<file path="src/tct_pkg.sv">
// package for the transactional conflict tracker
// assumes a single core clock and synchronous reset
package tct_pkg;
	// instruction codes presented on the command port
	typedef enum logic [3:0] {
		TCT_OP_NONE    = 4'h0,
		TCT_OP_BEGIN   = 4'h1, // begin_transaction_instr
		TCT_OP_END     = 4'h2, // end_transaction_instr
		TCT_OP_ACQ     = 4'h3, // elide_acquire_prefix on a lock instruction
		TCT_OP_REL     = 4'h4, // elide_release_prefix on a lock instruction
		TCT_OP_TEST    = 4'h5, // transactional_status_test
		TCT_OP_ABORT   = 4'h6, // explicit_abort_instr
		TCT_OP_LOAD    = 4'h7,
		TCT_OP_STORE   = 4'h8,
		TCT_OP_FORBID  = 4'h9, // processor_identify_instr or i/o instruction
		TCT_OP_EVICT   = 4'ha  // first-level eviction of a line
	} tct_op_e;

	// tracker state
	typedef enum logic [1:0] {
		TCT_ST_IDLE   = 2'b00,
		TCT_ST_REGION = 2'b01, // begin/end region
		TCT_ST_ELIDE  = 2'b10  // prefix elision of a lock
	} tct_state_e;

	// abort cause codes
	localparam logic [2:0] TCT_CAUSE_NONE     = 3'h0;
	localparam logic [2:0] TCT_CAUSE_CONFLICT = 3'h1;
	localparam logic [2:0] TCT_CAUSE_CAPACITY = 3'h2;
	localparam logic [2:0] TCT_CAUSE_FORBID   = 3'h3;
	localparam logic [2:0] TCT_CAUSE_EXPLICIT = 3'h4;
	localparam logic [2:0] TCT_CAUSE_EVICT    = 3'h5;
	localparam logic [2:0] TCT_CAUSE_NEST     = 3'h6;

	// nesting limits
	localparam int TCT_REGION_NEST_MAX = 7;
	localparam int TCT_ELIDE_NEST_MAX  = 1;
	localparam logic [3:0] TCT_DEPTH_ZERO = 4'h0;
	localparam logic [3:0] TCT_DEPTH_ONE  = 4'h1;
endpackage

</file>
<file path="src/tct_tracker.sv">
// transactional conflict tracker: read/write line sets, conflict detection,
// abort and commit sequencing with a store buffer held back until commit
// assumes one decoded op per cycle and snoops from the coherence fabric,
// all on i_clk
`timescale 1ns/10ps

// ==========================================================================
// Summary of operation
// - record read and write lines per region
// - flag remote read-write and write-any conflicts
// - match whole lines, not bytes
// - abort discards updates, restores state, exits
// - stores hidden until commit, then drained one per cycle
// - prefix-elided lock only read, never written; inside begin/end a release is buffered as a store
// - abort when tracking capacity exceeded
// - identify and i/o instructions force abort
// - status test reports transactional state
// - explicit abort uses normal abort path
// - accept prefix elision and begin/end entry
// - after abort retry or take lock
// - prefix abort restarts without elision prefix
// - begin/end abort resumes at fallback address
// - nesting seven begin/end, one prefix level
// - write-set eviction forces abort
module tct_tracker #(
	parameter int ADDR_W   = 48,
	parameter int LINE_LSB = 6,  // 64-byte lines
	parameter int ENTRIES  = 16,
	parameter int DATA_W   = 64
) (
	// clock and reset
	input  wire logic              i_clk,
	input  wire logic              i_rst,
	// decoded operation from the core
	input  wire logic              i_op_valid,
	input  wire tct_pkg::tct_op_e  i_op,
	input  wire logic [ADDR_W-1:0] i_op_addr,
	input  wire logic [DATA_W-1:0] i_op_data,
	input  wire logic [ADDR_W-1:0] i_op_pc,
	input  wire logic [ADDR_W-1:0] i_fallback_addr,
	// snoops from other logical processors
	input  wire logic              i_snp_valid,
	input  wire logic              i_snp_write,
	input  wire logic [ADDR_W-1:0] i_snp_addr,
	// status and control toward the core
	output logic                   o_in_txn,
	output logic                   o_test_valid,
	output logic                   o_test_result,
	output logic                   o_abort,
	output logic [2:0]             o_abort_cause,
	output logic [ADDR_W-1:0]      o_resume_pc,
	output logic                   o_resume_locked,
	output logic                   o_commit,
	output logic                   o_lock_write_suppress,
	// committed store stream toward memory
	output logic                   o_mem_wr,
	output logic [ADDR_W-1:0]      o_mem_addr,
	output logic [DATA_W-1:0]      o_mem_data
);
	localparam int TAG_W = ADDR_W - LINE_LSB;
	localparam int IDX_W = $clog2(ENTRIES + 1);

	// ======================================================================
	// set storage
	logic [TAG_W-1:0]  tag_ff  [ENTRIES];
	logic [ENTRIES-1:0] rd_ff;
	logic [ENTRIES-1:0] wr_ff;
	logic [ADDR_W-1:0] saddr_ff [ENTRIES];
	logic [DATA_W-1:0] sdata_ff [ENTRIES];
	logic [ENTRIES-1:0] sval_ff;

	tct_pkg::tct_state_e state_ff;
	logic [3:0]          depth_ff;
	logic [ADDR_W-1:0]   fallback_ff;
	logic [ADDR_W-1:0]   acq_pc_ff;
	logic [TAG_W-1:0]    lock_tag_ff;
	logic [IDX_W-1:0]    used_ff;
	logic                draining_ff;
	logic [IDX_W-1:0]    drain_idx_ff;

	// ======================================================================
	// line matching
	logic [TAG_W-1:0]   op_tag;
	logic [TAG_W-1:0]   snp_tag;
	logic [ENTRIES-1:0] op_hit;
	logic [ENTRIES-1:0] snp_hit;
	logic               op_any;
	logic [IDX_W-1:0]   op_idx;
	logic               active;
	logic               tracked_op;

	assign op_tag  = i_op_addr[ADDR_W-1:LINE_LSB];
	assign snp_tag = i_snp_addr[ADDR_W-1:LINE_LSB];
	assign active  = (state_ff != tct_pkg::TCT_ST_IDLE);

	// per-entry tag compare
	genvar g;
	generate
		for (g = 0; g < ENTRIES; g++) begin : g_cmp
			assign op_hit[g]  = (rd_ff[g] | wr_ff[g]) && (tag_ff[g] == op_tag);
			assign snp_hit[g] = (tag_ff[g] == snp_tag) &&
				(wr_ff[g] | (rd_ff[g] & i_snp_write));
		end
	endgenerate

	// hit index encode
	always_comb begin
		op_any = 1'b0;
		op_idx = used_ff;
		for (int k = 0; k < ENTRIES; k++) begin
			if (op_hit[k] && !op_any) begin
				op_any = 1'b1;
				op_idx = IDX_W'(k);
			end
		end
	end

	assign tracked_op = i_op_valid && active &&
		(i_op == tct_pkg::TCT_OP_LOAD || i_op == tct_pkg::TCT_OP_STORE ||
		 i_op == tct_pkg::TCT_OP_ACQ || i_op == tct_pkg::TCT_OP_REL);

	// ======================================================================
	// abort decision, priority: conflict, eviction, forbidden, explicit,
	// capacity, nesting overflow
	logic       nxt_abort;
	logic [2:0] nxt_cause;
	logic       is_store;

	assign is_store = (i_op == tct_pkg::TCT_OP_STORE) ||
		(i_op == tct_pkg::TCT_OP_REL && state_ff != tct_pkg::TCT_ST_ELIDE);

	always_comb begin
		nxt_abort = 1'b0;
		nxt_cause = tct_pkg::TCT_CAUSE_NONE;
		if (active) begin
			if (i_snp_valid && (|snp_hit)) begin
				nxt_abort = 1'b1;
				nxt_cause = tct_pkg::TCT_CAUSE_CONFLICT;
			end else if (i_op_valid && i_op == tct_pkg::TCT_OP_EVICT && op_any &&
				wr_ff[op_idx[$clog2(ENTRIES)-1:0]]) begin
				nxt_abort = 1'b1;
				nxt_cause = tct_pkg::TCT_CAUSE_EVICT;
			end else if (i_op_valid && i_op == tct_pkg::TCT_OP_FORBID) begin
				nxt_abort = 1'b1;
				nxt_cause = tct_pkg::TCT_CAUSE_FORBID;
			end else if (i_op_valid && i_op == tct_pkg::TCT_OP_ABORT) begin
				nxt_abort = 1'b1;
				nxt_cause = tct_pkg::TCT_CAUSE_EXPLICIT;
			end else if (tracked_op && !op_any && used_ff == IDX_W'(ENTRIES)) begin
				nxt_abort = 1'b1;
				nxt_cause = tct_pkg::TCT_CAUSE_CAPACITY;
			end else if (i_op_valid && (
				(i_op == tct_pkg::TCT_OP_BEGIN && state_ff == tct_pkg::TCT_ST_REGION &&
				 depth_ff == 4'(tct_pkg::TCT_REGION_NEST_MAX)) ||
				(i_op == tct_pkg::TCT_OP_ACQ && state_ff == tct_pkg::TCT_ST_ELIDE &&
				 depth_ff == 4'(tct_pkg::TCT_ELIDE_NEST_MAX)))) begin
				nxt_abort = 1'b1;
				nxt_cause = tct_pkg::TCT_CAUSE_NEST;
			end
		end
	end

	// ======================================================================
	// region state and nesting depth
	logic end_level;
	assign end_level = i_op_valid && !nxt_abort && (
		(state_ff == tct_pkg::TCT_ST_REGION && i_op == tct_pkg::TCT_OP_END) ||
		(state_ff == tct_pkg::TCT_ST_ELIDE && i_op == tct_pkg::TCT_OP_REL &&
		 op_tag == lock_tag_ff));

	// region entry from idle; a retried acquire after an elided abort takes the lock
	logic start_region;
	assign start_region = i_op_valid && state_ff == tct_pkg::TCT_ST_IDLE && !draining_ff &&
		(i_op == tct_pkg::TCT_OP_BEGIN || (i_op == tct_pkg::TCT_OP_ACQ && !o_resume_locked));

	always_ff @(posedge i_clk) begin
		if (i_rst) begin
			state_ff <= tct_pkg::TCT_ST_IDLE;
			depth_ff <= tct_pkg::TCT_DEPTH_ZERO;
		end else if (nxt_abort) begin
			state_ff <= tct_pkg::TCT_ST_IDLE;
			depth_ff <= tct_pkg::TCT_DEPTH_ZERO;
		end else if (start_region) begin
			depth_ff <= tct_pkg::TCT_DEPTH_ONE;
			if (i_op == tct_pkg::TCT_OP_BEGIN) begin
				state_ff <= tct_pkg::TCT_ST_REGION;
			end else begin
				state_ff <= tct_pkg::TCT_ST_ELIDE;
			end
		end else if (i_op_valid && state_ff == tct_pkg::TCT_ST_REGION &&
			i_op == tct_pkg::TCT_OP_BEGIN) begin
			depth_ff <= depth_ff + tct_pkg::TCT_DEPTH_ONE;
		end else if (end_level) begin
			depth_ff <= depth_ff - tct_pkg::TCT_DEPTH_ONE;
			if (depth_ff == tct_pkg::TCT_DEPTH_ONE) begin
				state_ff <= tct_pkg::TCT_ST_IDLE;
			end
		end
	end

	// entry context: fallback address, acquiring pc, lock line
	always_ff @(posedge i_clk) begin
		if (i_rst) begin
			fallback_ff <= '0;
			acq_pc_ff   <= '0;
			lock_tag_ff <= '0;
		end else if (i_op_valid && state_ff == tct_pkg::TCT_ST_IDLE) begin
			if (i_op == tct_pkg::TCT_OP_BEGIN) begin
				fallback_ff <= i_fallback_addr;
			end else if (i_op == tct_pkg::TCT_OP_ACQ) begin
				acq_pc_ff   <= i_op_pc;
				lock_tag_ff <= op_tag;
			end
		end
	end

	// ======================================================================
	// read/write sets and buffered stores
	logic commit_now;
	assign commit_now = end_level && depth_ff == tct_pkg::TCT_DEPTH_ONE;

	always_ff @(posedge i_clk) begin
		if (i_rst || nxt_abort) begin
			rd_ff   <= '0;
			wr_ff   <= '0;
			sval_ff <= '0;
			used_ff <= '0;
		end else if (commit_now) begin
			rd_ff   <= '0;
			wr_ff   <= '0;
			used_ff <= '0;
		end else if (draining_ff) begin
			sval_ff[drain_idx_ff[$clog2(ENTRIES)-1:0]] <= 1'b0;
		end else if (tracked_op || (start_region && i_op == tct_pkg::TCT_OP_ACQ)) begin
			tag_ff[op_idx[$clog2(ENTRIES)-1:0]] <= op_tag;
			if (!op_any) begin
				used_ff <= used_ff + IDX_W'(1);
			end
			if (is_store) begin
				wr_ff[op_idx[$clog2(ENTRIES)-1:0]]    <= 1'b1;
				sval_ff[op_idx[$clog2(ENTRIES)-1:0]]  <= 1'b1;
				saddr_ff[op_idx[$clog2(ENTRIES)-1:0]] <= i_op_addr;
				sdata_ff[op_idx[$clog2(ENTRIES)-1:0]] <= i_op_data;
			end else begin
				rd_ff[op_idx[$clog2(ENTRIES)-1:0]] <= 1'b1;
			end
		end
	end

	// ======================================================================
	// commit drain: buffered stores leave in entry order after commit, one entry slot per cycle; new
	// regions wait until the drain ends
	always_ff @(posedge i_clk) begin
		if (i_rst) begin
			draining_ff  <= 1'b0;
			drain_idx_ff <= '0;
		end else if (commit_now) begin
			draining_ff  <= 1'b1;
			drain_idx_ff <= '0;
		end else if (draining_ff) begin
			drain_idx_ff <= drain_idx_ff + IDX_W'(1);
			if (drain_idx_ff == IDX_W'(ENTRIES - 1)) begin
				draining_ff <= 1'b0;
			end
		end
	end

	always_ff @(posedge i_clk) begin
		if (i_rst) begin
			o_mem_wr   <= 1'b0;
			o_mem_addr <= '0;
			o_mem_data <= '0;
		end else begin
			o_mem_wr   <= draining_ff && sval_ff[drain_idx_ff[$clog2(ENTRIES)-1:0]];
			o_mem_addr <= saddr_ff[drain_idx_ff[$clog2(ENTRIES)-1:0]];
			o_mem_data <= sdata_ff[drain_idx_ff[$clog2(ENTRIES)-1:0]];
		end
	end

	// ======================================================================
	// status, abort and resume outputs
	always_ff @(posedge i_clk) begin
		if (i_rst) begin
			o_in_txn      <= 1'b0;
			o_test_valid  <= 1'b0;
			o_test_result <= 1'b0;
			o_commit      <= 1'b0;
		end else begin
			o_in_txn      <= (active && !nxt_abort && !commit_now) || start_region;
			o_test_valid  <= i_op_valid && i_op == tct_pkg::TCT_OP_TEST;
			o_test_result <= active;
			o_commit      <= commit_now;
		end
	end

	// lock write of an elided acquire or release is dropped
	always_ff @(posedge i_clk) begin
		if (i_rst) begin
			o_lock_write_suppress <= 1'b0;
		end else begin
			o_lock_write_suppress <= i_op_valid && !nxt_abort && !o_resume_locked &&
				!draining_ff && (i_op == tct_pkg::TCT_OP_ACQ ||
				 (i_op == tct_pkg::TCT_OP_REL && state_ff == tct_pkg::TCT_ST_ELIDE));
		end
	end

	// abort pulse with cause and restart point; resume_locked stays high until
	// the re-executed acquire arrives so the prefix is ignored once
	always_ff @(posedge i_clk) begin
		if (i_rst) begin
			o_abort       <= 1'b0;
			o_abort_cause <= tct_pkg::TCT_CAUSE_NONE;
			o_resume_pc   <= '0;
			o_resume_locked <= 1'b0;
		end else begin
			o_abort <= nxt_abort;
			if (nxt_abort) begin
				o_abort_cause <= nxt_cause;
				if (state_ff == tct_pkg::TCT_ST_ELIDE) begin
					o_resume_pc     <= acq_pc_ff;
					o_resume_locked <= 1'b1;
				end else begin
					o_resume_pc <= fallback_ff;
				end
			end else if (i_op_valid && i_op == tct_pkg::TCT_OP_ACQ) begin
				o_resume_locked <= 1'b0;
			end
		end
	end
endmodule

</file>
<file path="config.mk">
export PLATFORM = sky130hd
export DESIGN_NAME = tct_tracker
export DESIGN_NICKNAME = d
export VERILOG_FILES = /design/src/tct_pkg.sv /design/src/tct_tracker.sv
export SDC_FILE = /design/constraint.sdc
export NUM_CORES = 2
export LEC_CHECK = 0
export BUFFER_PORTS_ARGS = -buffer_cell sky130_fd_sc_hd__buf_2
export CORE_AREA = 5 5 491 493
export CTS_CLUSTER_DIAMETER = 80
export CTS_CLUSTER_SIZE = 20
export DETAILED_ROUTE_END_ITERATION = 8
export DIE_AREA = 0 0 496 498
export PLACE_DENSITY = 0.81
export RECOVER_POWER = 25
export SETUP_SLACK_MARGIN = 0.5
export SYNTH_ARGS = -nofsm -noshare
export SYNTH_HDL_FRONTEND = slang
export SYNTH_SLANG_ARGS = --single-unit
</file>
<file path="constraint.sdc">
create_clock -name i_clk -period 8.7 [get_ports i_clk]
set_input_delay 0.435 -clock i_clk [delete_from_list [all_inputs] [get_ports i_clk]]
set_output_delay 0.435 -clock i_clk [all_outputs]
set_load 0.03 [all_outputs]
</file>
# Word-level counts from Yosys, hierarchy flattened
# Memories as Yosys holds them, arrays and structs flattened. A register that Yosys moved wholly into a read port is not among the register bits.
# Cells that the tools add are included.
# op_classes
n_mux,83
bitwise_logic,58
reduce_logical,139
add_sub_neg,4
n_eq_ne,52
order_cmp,4
# op_table
cell,n
42-bit == test,33
1-bit logical AND,86
4-bit two-way mux,18
16-bit two-way mux,3
48-bit two-way mux,1
16-bit OR,3
1-bit two-way mux,45
1-bit OR,32
3-bit two-way mux,7
"4-bit by 3-bit == test with 1-bit output, second input constant",5
1-bit zero test,20
3-bit AND reduction,6
1-bit AND,16
16-bit AND,1
16-bit inverter,1
16-bit OR reduction,1
2-bit nonzero test,7
"4-bit == test, second input constant",3
1-bit logical OR,11
"5-bit by 1-bit adder with 5-bit output, second input constant",2
"4-bit by 5-bit less-than comparator with 1-bit output, second input constant",2
2-bit two-way mux,5
1-bit binary-select mux with 4-bit select,2
1-bit demux with 4-bit select,2
17 further kinds,28
# totals
inputBits,265
ram_bits,2464
ff_bits,262
elab_cells,365
out_inout_bits,171
n_memories,3
# mem_list
memory,depth,word_bits,rd,rd_clocked_by_memory_dff,write_ports,line,rtl
sdata_ff,16,64,1,1,1,tct_tracker.sv:69,logic [DATA_W-1:0] sdata_ff [ENTRIES];
saddr_ff,16,48,1,1,1,tct_tracker.sv:68,logic [ADDR_W-1:0] saddr_ff [ENTRIES];
tag_ff,16,42,16,0,1,tct_tracker.sv:65,logic [TAG_W-1:0] tag_ff [ENTRIES];

# Depth between registers and ports, before layout
# An unclocked memory read counts as a cell.
# depth
ltp_word,65
ltp_mapped,20
ltp_nobuf,14

# Worst setup path after synthesis
# OpenSTA, ideal clock, no wires.
# synth_timing
path_kind,input to register
start,in i_op_addr[30]
end,"mem saddr_ff[7][0], enable pin"
required_time_ns,8.103
t_arrival_ns,8.337
path_stages,17
setup_slack_ns,-0.234
setup_ns,0.597
n_path_buf,4
cell_sequence,buf_2 -> buf_2 -> xor2_1 -> nor4_1 -> nand2_1 -> or4_1 -> a21oi_1 -> o21ba_2 -> nor2_1 -> o21ai_1 -> buf_4 -> mux2i_1 -> nand3_1 -> nand4_1 -> o211ai_2 -> buf_2 -> nor2b_1
# synth_between
elab_chain_cells,64
word_cells_on_any_way,118
classes_between,eq/ne: 17; mux: 43; reduce/logical: 58
# synth_lines
item,line,rtl
start: declaration,tct_tracker.sv:37,"input wire logic [ADDR_W-1:0] i_op_addr,"
"parallel branches: the longest is 64 deep, another holds 42-bit == test",n/a,
end: declaration,tct_tracker.sv:68,
# Parallel ways; which one is timed is not known. The select of a mux whose other input is x is not followed.

# Worst setup path after layout
# layout_timing
start,in i_op_addr[13]
end,"mem sdata_ff[2][16], enable pin"
# layout_between
elab_chain_cells,64
word_cells_on_any_way,118
classes_between,eq/ne: 17; mux: 43; reduce/logical: 58
# layout_lines
item,line
"parallel branches: the longest is 64 deep, another holds 42-bit == test",n/a
end: declaration,tct_tracker.sv:69
# Parallel ways; which one is timed is not known. The select of a mux whose other input is x is not followed.

==> impl_metrics.py <==
metrics = {
    "worst_setup_path": {
        "critPathKind": "primary input to flip-flop",
        "critPathLaunchType": "primary input",
        "crit_slowest_cell": "clkbuf_1",
        "path_cells": "clkbuf_1 > clkbuf_1 > xor2_1 > nor4_1 > nand4_1 > nor4_1 > or4_1 > nor2_1 > a32oi_1 > o21ai_1 > o21a_1 > o221a_1 > and4_1 > a21boi_4 > and3_4 > buf_4",
        "cp_slowest_stage_delay_ns": 1.15,
        "cpLargestDelayFamily": "simple AND/OR/NAND/NOR gates",
        "crit_buf_inv": 3,
        "cp.required_ns": 9.24,
        "endpoint_kind": "flip-flop",
        "rr_worst_depth": 13,
        "arrival_ns": 8.37,
        "critical_path_depth": 16,
        "crit_fanout": 35,
    },
    "place": {
        "placed_area_mm2": 0.125,
        "placedCellCount": 10300,
        "dpl.hpwl_um": 209000,
        "pre_cts_ws_ns": 1.29,
        "gp_congestion": 0.972,
        "port_buffers": 429,
    },
    "floorplanning": {
        "io_pins": 436,
        "rows": 179,
        "die_x_um": 496,
        "dieArea_mm2": 0.247,
        "core_mm2": 0.237,
        "die_height_um": 498,
        "start_util_pct": 49.7,
    },
    "min_path": {
        "hold_path.class": "primary input to flip-flop",
        "hold_depth": 2,
    },
    "cts": {
        "postCtsSetupBuffers": 0,
        "cts_tree": "built",
        "post_cts_resized": 0,
        "htreeDepth": 4,
        "path_clk_slew_ns": 0.08,
        "clkSinkCount": 2838,
        "hold_buffers": 172,
        "cts_inserted_buffers": 165,
        "cts_max_path_buffers": 3,
        "clock-root-buffer": "clkbuf_16",
        "clk_latency_ns": 0.89,
    },
    "pwr": {
        "p_leak_nw": 40.8,
        "cellPowerDensity_mw_per_mm2": 185,
        "ir_drop_uv": 207,
        "power_mw": 24.3,
    },
    "finish": {
        "drive_above_1_share_pct": 18.3,
        "syn2layout_area_growth_pct": 11.6,
        "fillers": 17400,
        "postLayoutCellArea_mm2": 0.131,
        "final_nets": 7729,
        "final_cells": 10800,
    },
    "logic_synthesis": {
        "synth_nets": 7113,
        "syn_area_per_cell_um2": 17.2,
        "synthCells": 6838,
        "synthArstFlopShare_pct": 0,
        "yosys_warnings": 0,
        "ys_ff_latch": 2838,
        "syn-cell-area_mm2": 0.118,
        "ys_seq_area_share_pct": 69.3,
        "synth.distinct_cells": 79,
        "synth_flop_cell": "edfxtp_1",
        "synth_edf_count": 2464,
    },
    "timing": {
        "whs_ns": 0.126,
        "fin_crit_ns": 7.83,
        "grt_setup_unrepaired": "no",
        "finClkSkew_ns": 0.0777,
        "period_share_pct": 90.0,
        "finalHoldViolCount": 0,
        "worstMarginPinSlew_ns": 2.63,
        "setup_viol": 0,
        "slew_viol_final": 475,
        "slew-limit-headroom_pct": -75.7,
        "postLayoutSetupSlackWorst_ns": 0.871,
        "fmax_mhz": 128,
    },
    "status": {
        "violations": "capacitance limit, slew limit",
        "status": "finished, violations left",
    },
    "detailed_routing": {
        "ant_nets": 0,
        "vias": 69600,
        "wirelength_um": 365000,
        "drt-pass1-iter-count": 6,
        "post_drt_wl_per_cell_um": 33.9,
        "vias_per_cell": 6.47,
        "drcViolationCount": 0,
        "drt-initial-drc-count": 11200,
    },
    "flow_run": {
        "drv_cap": 27,
    },
    "global_route": {
        "grt_max_degree": 151,
        "antenna_found_initial": 25,
        "grt_pass1_wl_um": 513000,
        "grt_overflow": 0,
        "grt_usage_pct": 29.0,
        "first_global_vias": 69200,
    },
}
## metal layers
metal | track usage, % | share of wire (%) | routed length, µm | vias up
li1 | - | - | - | 27400
met1 | 39.1 | 36 | 130000 | 35500
met2 | 45.7 | 47 | 170000 | 5664
met3 | 6.22 | 12 | 44500 | 1016
met4 | 12.9 | 5.6 | 20300 | 18
met5 | 0 | 0.031 | 113 | -
## synth_stat cells (11+ instances only)
cell type	n	share of area, %
o21ai_0	16	0.068
mux4_2	565	11
nand4_1	238	1.3
dfxtp_1	374	6.4
inv_1	37	0.12
nand2b_1	11	0.059
nand2_1	360	1.1
nor2_1	110	0.35
and2_1	117	0.62
buf_1	47	0.15
clkbuf_1	244	0.78
buf_6	23	0.22
a21oi_1	190	0.81
edfxtp_1	2464	63
nor4_1	215	1.1
nand3_1	46	0.20
xnor2_1	685	5.1
o2bb2ai_1	49	0.37
buf_2	50	0.21
nor2b_1	13	0.069
or4_1	20	0.13
nor3_1	48	0.20
xor2_1	709	5.3
buf_4	36	0.23
mux2i_1	51	0.43
## flip-flops by register name (all words and copies together) (netlist names), 2 cells and up
signal         cells
used_ff            5
o_mem_addr        48
o_mem_data        64
depth_ff           4
saddr_ff         768
lock_tag_ff       42
wr_ff             16
drain_idx_ff       5
sval_ff           16
fallback_ff       48
rd_ff             16
tag_ff           672
o_abort_cause      3
o_resume_pc       48
state_ff           2
acq_pc_ff         48
sdata_ff        1024
## path summary, 6_finish.rpt
path                   start         endpoint  slack (ns)
min                    i_rst  lock_tag_ff[10]        0.13
max            i_op_addr[13]  sdata_ff[2][16]        0.87
max reg2reg     tag_ff[1][4]  sdata_ff[2][16]        2.03
min reg2reg  fallback_ff[41]  fallback_ff[41]        0.46
## through the flow
stage          utilization, %  setup TNS (ns)
6_report                 55.5               0
5_1_grt                  55.5               0
4_1_cts                  55.6               0
3_5_place_dp             52.7               0
3_3_place_gp             52.7               0
2_1_floorplan               -           -2.09
## power breakdown
group          leakage [nW]  internal (mW)  switching, mW
logic                  13.2          0.356          0.881
clock network          2.42           3.76           4.55
registers              25.2           14.8         0.0207
total                  40.8           18.9           5.45
## cell families (layout without fill, tap and decap cells)
| group | count (synthesis) | in the layout | synth area share [%] |
|---|---|---|---|
| AO/OA/AOI/OAI | 324 | 324 | 1.76 |
| XOR/XNOR | 1394 | 1394 | 10.4 |
| AND/OR/NAND/NOR | 1219 | 1219 | 5.47 |
| other | 0 | 17 | 0 |
| flip-flops | 2838 | 2838 | 69.3 |
| buffers and inverters | 437 | 1178 | 1.71 |
| adder cells (fa/ha/maj) | 10 | 10 | 0.106 |
| multiplexers | 616 | 616 | 11.3 |
## cell type report
cell class              instances  area, µm²  area share [%]
diodes                         17       42.5          0.0324
clock buffers                 260       4560            3.47
clock inverters                32        544           0.415
inverters                      37        144           0.110
multi-input cells            3563      34300            26.1
flip-flops and latches       2838      81500            62.1
well taps                    3167       3960            3.02
repair buffers                849       6170            4.70
## cells in the final DEF, fill, tap and decap left out, drive strengths merged, types with 6 or more instances in the layout
cell type	netlist	final
nor2	110	110
nor4	218	218
o21ai	20	20
buf	156	559
xnor2	685	685
clkinv	0	18
o2bb2ai	49	49
diode	0	17
and3	10	10
edfxtp	2464	2464
dlygate4sd3	0	172
nand2	360	360
or4	21	21
nand4	238	238
mux2i	51	51
nand3	46	46
o221a	6	6
nand2b	11	11
dfxtp	374	374
and2	118	118
a21oi	190	190
mux4	565	565
xor2	709	709
inv	37	47
nor3	48	48
ha	10	10
a21boi	13	13
nor2b	13	13
clkbuf	244	378
Note: power is estimated with default switching activity, not from simulation.
